## src/logic/fwia_pkg.sv

```systemverilog
// fwia_pkg: constants for the fifo/waveform interrupt autovector block
package fwia_pkg;
    // ****************************************
    // source layout and vector codes
    // ****************************************
    localparam int NUM_SOURCES = 14;
    localparam logic [7:0] VEC_BASE = 8'h80;
    localparam logic [7:0] VEC_STEP = 8'h04;
    localparam logic [7:0] VEC_LEVEL_A = 8'h80;
    localparam logic [7:0] VEC_EMPTY_A = 8'h90;
    localparam logic [7:0] VEC_FULL_A = 8'hA0;
    localparam logic [7:0] VEC_WAVE_DONE = 8'hB0;
    localparam logic [7:0] VEC_WAVE_EVENT = 8'hB4;
    localparam logic [7:0] VEC_NONE = 8'h00;
    // source bit positions, bit 0 is highest priority
    localparam int SRC_LEVEL_POS = 0;
    localparam int SRC_EMPTY_POS = 4;
    localparam int SRC_FULL_POS = 8;
    localparam int SRC_DONE_POS = 12;
    localparam int SRC_WAVE_POS = 13;
    // ****************************************
    // code addresses of the vector sequence
    // ****************************************
    localparam logic [15:0] ADDR_ENTRY = 16'h0053;
    localparam logic [15:0] ADDR_PAGE = 16'h0054;
    localparam logic [15:0] ADDR_LOW = 16'h0055;
    // reset value of the substitute enable
    localparam logic SUBST_EN_RST = 1'b0;
    typedef enum logic [1:0] {
        FWIA_IDLE,
        FWIA_VECTORING
    } fwia_state_type;
endpackage

```

## src/logic/fwia_prio_enc.sv

```systemverilog
// fwia_prio_enc: fixed priority encoder giving the vector code
`timescale 1ns/1ns
module fwia_prio_enc #(
    parameter int N = 14
) (
    input wire logic [N-1:0] pending,
    output logic any,
    output logic [7:0] code
);
    import fwia_pkg::*;

    // lowest index wins, codes step by four from the base
    always_comb begin
        any = 1'b0;
        code = VEC_NONE;
        for (int i = N - 1; i >= 0; i--) begin
            if (pending[i]) begin
                any = 1'b1;
                code = VEC_BASE + 8'(i) * VEC_STEP;
            end
        end
    end
endmodule // fwia_prio_enc

```

## src/logic/fwia_autovector.sv

```systemverilog
// fwia_autovector: fifo/waveform interrupt sharing and autovectoring
//
// Operation
// - fourteen sources share one interrupt request
// - level flags priorities 1-4, codes 80-8C
// - empty flags priorities 5-8, codes 90-9C
// - full flags priorities 9-12, codes A0-AC
// - wave done 13 B0, wave event 14 B4
// - smallest pending priority number wins
// - substitute code only while enable is set
// - firmware page at 0054, code at 0055
// - fourteen distinct targets within one page
// - core pushes pc, jumps to 0053
`timescale 1ns/1ns
module fwia_autovector #(
    parameter int N = 14
) (
    input wire logic CORE_CLK,
    input wire logic SYS_RST,
    input wire logic CLK_EN,
    input wire logic [3:0] LEVEL_FLAGS,
    input wire logic [3:0] EMPTY_FLAGS,
    input wire logic [3:0] FULL_FLAGS,
    input wire logic WAVE_DONE,
    input wire logic WAVE_EVENT,
    input wire logic [N-1:0] SRC_CLEAR,
    input wire logic SUBST_EN_WR,
    input wire logic SUBST_EN_VAL,
    input wire logic IRQ_ACK,
    input wire logic [15:0] FETCH_ADDR,
    input wire logic [7:0] FETCH_MEM_DATA,
    output logic [7:0] FETCH_DATA,
    output logic FIFO_EVENT_IRQ_LINE,
    output logic [7:0] FIFO_EVENT_VECTOR_CODE,
    output logic [N-1:0] PENDING,
    output logic SUBST_EN
);
    import fwia_pkg::*;

    logic [N-1:0] events;
    logic [N-1:0] pending_r;
    logic [N-1:0] pending_nxt;
    logic fifo_vector_substitute_en_r;
    logic [7:0] code;
    logic any;
    fwia_state_type state_r;

    // ****************************************
    // source collection
    // ****************************************
    // order of the vector fixes priority
    assign events = {WAVE_EVENT, WAVE_DONE, FULL_FLAGS, EMPTY_FLAGS,
                     LEVEL_FLAGS};

    // sticky pending, a new event beats a same-cycle clear
    assign pending_nxt = (pending_r & ~SRC_CLEAR) | events;

    always_ff @(posedge CORE_CLK) begin
        if (SYS_RST) begin
            pending_r <= '0;
        end else if (CLK_EN) begin
            pending_r <= pending_nxt;
        end
    end

    // ****************************************
    // priority and vector code
    // ****************************************
    // lowest priority number gives the code
    fwia_prio_enc #(.N(N)) u_enc (
        .pending(pending_r),
        .any(any),
        .code(code)
    );

    // substitute enable setting
    always_ff @(posedge CORE_CLK) begin
        if (SYS_RST) begin
            fifo_vector_substitute_en_r <= SUBST_EN_RST;
        end else if (CLK_EN && SUBST_EN_WR) begin
            fifo_vector_substitute_en_r <= SUBST_EN_VAL;
        end
    end

    // registered code and shared request line
    always_ff @(posedge CORE_CLK) begin
        if (SYS_RST) begin
            FIFO_EVENT_VECTOR_CODE <= VEC_NONE;
            FIFO_EVENT_IRQ_LINE <= 1'b0;
        end else if (CLK_EN) begin
            FIFO_EVENT_VECTOR_CODE <= code;
            FIFO_EVENT_IRQ_LINE <= any;
        end
    end

    // ****************************************
    // vector fetch sequence
    // ****************************************
    // tracks the core from taking the interrupt until it fetches 0055
    always_ff @(posedge CORE_CLK) begin
        if (SYS_RST) begin
            state_r <= FWIA_IDLE;
        end else if (CLK_EN) begin
            case (state_r)
                FWIA_IDLE: begin
                    if (IRQ_ACK) begin
                        state_r <= FWIA_VECTORING;
                    end
                end
                FWIA_VECTORING: begin
                    if (FETCH_ADDR == ADDR_LOW) begin
                        state_r <= FWIA_IDLE;
                    end
                end
                default: begin
                    state_r <= FWIA_IDLE;
                end
            endcase
        end
    end

    // low jump byte replaced, page byte from memory
    always_ff @(posedge CORE_CLK) begin
        if (SYS_RST) begin
            FETCH_DATA <= 8'h00;
        end else if (CLK_EN) begin
            if (fifo_vector_substitute_en_r && FETCH_ADDR == ADDR_LOW) begin
                FETCH_DATA <= FIFO_EVENT_VECTOR_CODE;
            end else begin
                FETCH_DATA <= FETCH_MEM_DATA;
            end
        end
    end

    assign PENDING = pending_r;
    assign SUBST_EN = fifo_vector_substitute_en_r;

    // ****************************************
    // checks
    // ****************************************
    property p_subst;
        @(posedge CORE_CLK) disable iff (SYS_RST)
        CLK_EN && fifo_vector_substitute_en_r && FETCH_ADDR == ADDR_LOW
        |=> FETCH_DATA == $past(FIFO_EVENT_VECTOR_CODE);
    endproperty
    a_subst: assert property (p_subst)
        else $error("vector not substituted");

    property p_pass;
        @(posedge CORE_CLK) disable iff (SYS_RST)
        CLK_EN && !fifo_vector_substitute_en_r
        |=> FETCH_DATA == $past(FETCH_MEM_DATA);
    endproperty
    a_pass: assert property (p_pass)
        else $error("fetch altered while disabled");

    property p_page;
        @(posedge CORE_CLK) disable iff (SYS_RST)
        CLK_EN && FETCH_ADDR == ADDR_PAGE
        |=> FETCH_DATA == $past(FETCH_MEM_DATA);
    endproperty
    a_page: assert property (p_page)
        else $error("page byte altered");

    property p_top;
        @(posedge CORE_CLK) disable iff (SYS_RST)
        CLK_EN && pending_r[0] |=> FIFO_EVENT_VECTOR_CODE == VEC_LEVEL_A;
    endproperty
    a_top: assert property (p_top)
        else $error("top priority code wrong");

    property p_empty;
        @(posedge CORE_CLK) disable iff (SYS_RST)
        CLK_EN && pending_r[SRC_EMPTY_POS] && pending_r[3:0] == 4'h0
        |=> FIFO_EVENT_VECTOR_CODE == VEC_EMPTY_A;
    endproperty
    a_empty: assert property (p_empty)
        else $error("empty code wrong");

    property p_full;
        @(posedge CORE_CLK) disable iff (SYS_RST)
        CLK_EN && pending_r[SRC_FULL_POS] && pending_r[7:0] == 8'h00
        |=> FIFO_EVENT_VECTOR_CODE == VEC_FULL_A;
    endproperty
    a_full: assert property (p_full)
        else $error("full code wrong");

    property p_done;
        @(posedge CORE_CLK) disable iff (SYS_RST)
        CLK_EN && pending_r[SRC_DONE_POS] && pending_r[11:0] == 12'h000
        |=> FIFO_EVENT_VECTOR_CODE == VEC_WAVE_DONE;
    endproperty
    a_done: assert property (p_done)
        else $error("wave done code wrong");

    property p_entry;
        @(posedge CORE_CLK) disable iff (SYS_RST)
        CLK_EN && FETCH_ADDR == ADDR_ENTRY
        |=> FETCH_DATA == $past(FETCH_MEM_DATA);
    endproperty
    a_entry: assert property (p_entry)
        else $error("entry jump byte altered");

    property p_track;
        @(posedge CORE_CLK) disable iff (SYS_RST)
        CLK_EN && IRQ_ACK && state_r == FWIA_IDLE
        |=> state_r == FWIA_VECTORING;
    endproperty
    a_track: assert property (p_track)
        else $error("interrupt entry not tracked");

    property p_wave;
        @(posedge CORE_CLK) disable iff (SYS_RST)
        CLK_EN && pending_r == 14'h2000
        |=> FIFO_EVENT_VECTOR_CODE == VEC_WAVE_EVENT;
    endproperty
    a_wave: assert property (p_wave)
        else $error("wave event code wrong");

    property p_irq;
        @(posedge CORE_CLK) disable iff (SYS_RST)
        CLK_EN |=> FIFO_EVENT_IRQ_LINE == ($past(pending_r) != '0);
    endproperty
    a_irq: assert property (p_irq)
        else $error("request line mismatch");

    property p_sticky;
        @(posedge CORE_CLK) disable iff (SYS_RST)
        CLK_EN && events[SRC_DONE_POS] |=> pending_r[SRC_DONE_POS];
    endproperty
    a_sticky: assert property (p_sticky)
        else $error("event lost");

    property p_range;
        @(posedge CORE_CLK) disable iff (SYS_RST)
        any |-> code >= VEC_BASE && code <= VEC_WAVE_EVENT
            && code[1:0] == 2'b00;
    endproperty
    a_range: assert property (p_range)
        else $error("code outside page table");
endmodule // fwia_autovector

```

## config.mk

```make
export PLATFORM = sky130hd
export DESIGN_NAME = fwia_autovector
export DESIGN_NICKNAME = d
export VERILOG_FILES = /design/src/logic/fwia_pkg.sv /design/src/logic/fwia_prio_enc.sv /design/src/logic/fwia_autovector.sv
export SDC_FILE = /design/constraint.sdc
export NUM_CORES = 1
export LEC_CHECK = 0
export BUFFER_PORTS_ARGS = -buffer_cell sky130_fd_sc_hd__buf_2
export CAP_MARGIN = 20
export CORE_ASPECT_RATIO = 0.7
export CORE_UTILIZATION = 44
export DETAILED_ROUTE_END_ITERATION = 10
export GPL_TIMING_DRIVEN = 0
export HOLD_SLACK_MARGIN = 0.1
export PLACE_DENSITY = 0.84
export SLEW_MARGIN = 10
export SYNTH_ARGS = -nofsm -noshare
export SYNTH_HDL_FRONTEND = slang
export SYNTH_SLANG_ARGS = --single-unit
```

## constraint.sdc

```tcl
create_clock -name CORE_CLK -period 3.25 [get_ports CORE_CLK]
set_input_delay 0.325 -clock CORE_CLK [delete_from_list [all_inputs] [get_ports CORE_CLK]]
set_output_delay 0.325 -clock CORE_CLK [all_outputs]
set_load 0.02 [all_outputs]
```

==> results.cfg <==
[synth]
synthCells = 163
syn_area_um2 = 1300
yosysWarningCount = 0
synth_area_leaders = dfxtp_1, nand2_1, a22oi_1
yosysUniqueCellTypes = 31
avgSynthCellArea_um2 = 7.98
synth_seq_cells = 28
synth-async-reset-ratio_pct = 0
synth_most_common_cell = nand2_1
synth_top_cells_by_count = nand2_1, nor2_1, dfxtp_1
synth_top_area_share_pct = 43.1
ys.flop_type = dfxtp_1
synth_area_leader_cell = dfxtp_1
synth_edf_count = 0
synth_seq_area_share_pct = 43.1

[global_routing]
grt_use_total_pct = 23.1
grt_pass1_wl_um = 5360
grt_antenna_before_repair = 0
grt_max_degree = 15
overflow = 0
first_global_vias = 1172

[clocking]
cts_resized = 0
cts.clk_slew.worst_paths_ps = 80
htreeDepth = 1
insertion_delay_ps = 260
ctsLongestPathBuffers = 2
numCtsBuffers = 3
cts_sinks = 28
cts_tree = yes
root_buffer = clkbuf_8
hold_buffers = 0
cts_setup_buffers = 0

[sta]
setup_tns_ps = 0
period_minus_slack_ps = 1330
post-route-period-util_pct = 40.8
finalSetupViolCount = 0
fmax_mhz = 754
rsz0062_at_grt = false
maxSlewViolCount = 0
skew_ps = 3.03
relSlewSlack_pct = 65.1
hold_viol = 0
worst_pin_slew_ps = 523

[die]
io_pins = 90
initial_core_util_pct = 46.4
design.core.area_um2 = 2800
std_cell_rows = 16
die-height_um = 47.5
die_x_um = 67
fp.dieArea_um2 = 3180

[final_layout]
stdcell_area_um2 = 1820
seqCellArea_um2 = 561
finalNetCount = 312
drive_gt1_share_pct = 39.3
syn2layout_area_growth_pct = 39.5
n_antenna_cell = 0
final.fill_count = 269
multiInputGateArea_um2 = 668

[drt]
wirelength_um = 3390
drt_iter0_markers = 77
antenna_left = 0
viasPerCell = 5.07
vias = 1460
drc = 0
firstDrtPassIters = 4
routedWlPerCell_um = 11.8

[worst_hold_path]
min_path_type = input port to flop
holdCritStartpoint = WAVE_DONE

[setup_path]
ff2ff_setup_slack_ps = 1920
worstPathMaxFanout = 4
endpoint = FIFO_EVENT_VECTOR_CODE[7]$_SDFFE_PP0P_
r2r_cells = 5
crit_start = PENDING[0]$_SDFFE_PP0P_
startpoint_type = flop
criticalPathCategory = flop to flop
crit_arrival_ps = 1460
r2r-end = FIFO_EVENT_VECTOR_CODE[7]$_SDFFE_PP0P_
rr_startpoint = PENDING[0]$_SDFFE_PP0P_
required_ps = 3390
cp-end-kind = flop

[place]
place_hpwl_um = 2710
post_dp_cell_area_um2 = 1770
routabilityCongestion = 0.769
io_buffers = 84

[run]
cap_viol_max_count = 0

[power]
p_total_mw = 0.739
power_density_nw_per_um2 = 407
leakage_nw = 0.888
peakVddDrop_v = 0.000202

[status]
status = finished clean
==> layer usage <==
metal | vias to the layer above | track usage [%] | wire (um)
li1 | 747 | - | -
met1 | 652 | 31.3 | 1600
met2 | 59 | 38.6 | 1540
met3 | 2 | 5.24 | 251
met4 | 0 | 4.26 | 8
met5 | - | 0 | 0
==> cells by family (layout without fill, tap and decap cells) <==
| group | Yosys count | in the layout | share of synthesized area (%) |
|---|---|---|---|
| buffers and inverters | 17 | 104 | 6.15 |
| other | 1 | 3 | 0.288 |
| AO/OA/AOI/OAI | 35 | 35 | 19.8 |
| flip-flops | 28 | 28 | 43.1 |
| AND/OR/NAND/NOR | 82 | 82 | 30.7 |
==> cells in the final DEF, fill, tap and decap left out, drive strengths merged <==
| cell type | synthesis | layout |
|---|---|---|
| buf | 9 | 93 |
| nand2 | 34 | 34 |
| nor2 | 30 | 30 |
| dfxtp | 28 | 28 |
| a22oi | 15 | 15 |
| a21oi | 6 | 6 |
| a311oi | 6 | 6 |
| clkbuf | 3 | 6 |
| inv | 5 | 5 |
| nand3 | 5 | 5 |
| nor4 | 4 | 4 |
| conb | 1 | 3 |
| nor3 | 3 | 3 |
| nor2b | 2 | 2 |
| and4bb | 2 | 2 |
| o31ai | 2 | 2 |
| and4 | 1 | 1 |
| nand2b | 1 | 1 |
| a32oi | 1 | 1 |
| o21ai | 1 | 1 |
| a211oi | 1 | 1 |
| o32a | 1 | 1 |
| a2bb2oi | 1 | 1 |
| o21a | 1 | 1 |
==> through the flow <==
stage | utilization (%) | cells | hold WS, ps | setup slack (ps)
finish | 64.8 | 288 | 309 | 1920
global placement | 63.3 | 285 | 450 | 1770
detailed placement | 63.3 | 285 | 457 | 1740
floorplan | - | 165 | 484 | 1970
global route | 64.8 | 288 | 309 | 1820
CTS | 64.8 | 288 | 302 | 1900
==> critical path: stages, from the launching register on <==
cell and delay, ps:
dfxtp_1 320, nand2b_1 200, nor4_1 410, nand2_1 90, nor2_1 110, nor3_1 60
==> power by group <==
part	switching [mW]	leakage (nW)	internal, mW
Combinational	0.0973	0.636	0.0772
Sequential	0.0213	0.231	0.366
Clock	0.0946	0.0216	0.0829
Total	0.213	0.888	0.526
==> sequential cells by signal, summed over array words and instances (netlist names) <==
name and cells:
SUBST_EN 1, FIFO_EVENT_VECTOR_CODE 5, PENDING 14, FETCH_DATA 8
==> area by class of cell <==
| type | instances | area share, % |
|---|---|---|
| inverters | 5 | 1.03 |
| repair buffers | 84 | 23.2 |
| plain buffers | 12 | 3.38 |
| clock buffers | 3 | 2.27 |
| flip-flops and latches | 28 | 30.9 |
| well taps | 36 | 2.48 |
| multi-input cells | 120 | 36.8 |
==> worst min path at each step <==
stage / endpoint / cells after the start
6_report: PENDING[12]$_SDFFE_PP0P_ / 3
5_1_grt: FETCH_DATA[5]$_SDFFE_PP0P_ / 3
4_1_cts: PENDING[12]$_SDFFE_PP0P_ / 3
3_5_place_dp: FETCH_DATA[1]$_SDFFE_PP0P_ / 2
3_3_place_gp: FETCH_DATA[0]$_SDFFE_PP0P_ / 2
2_1_floorplan: FETCH_DATA[2]$_SDFFE_PP0P_ / 2
No activity file was read; power rests on OpenSTA's default activity.
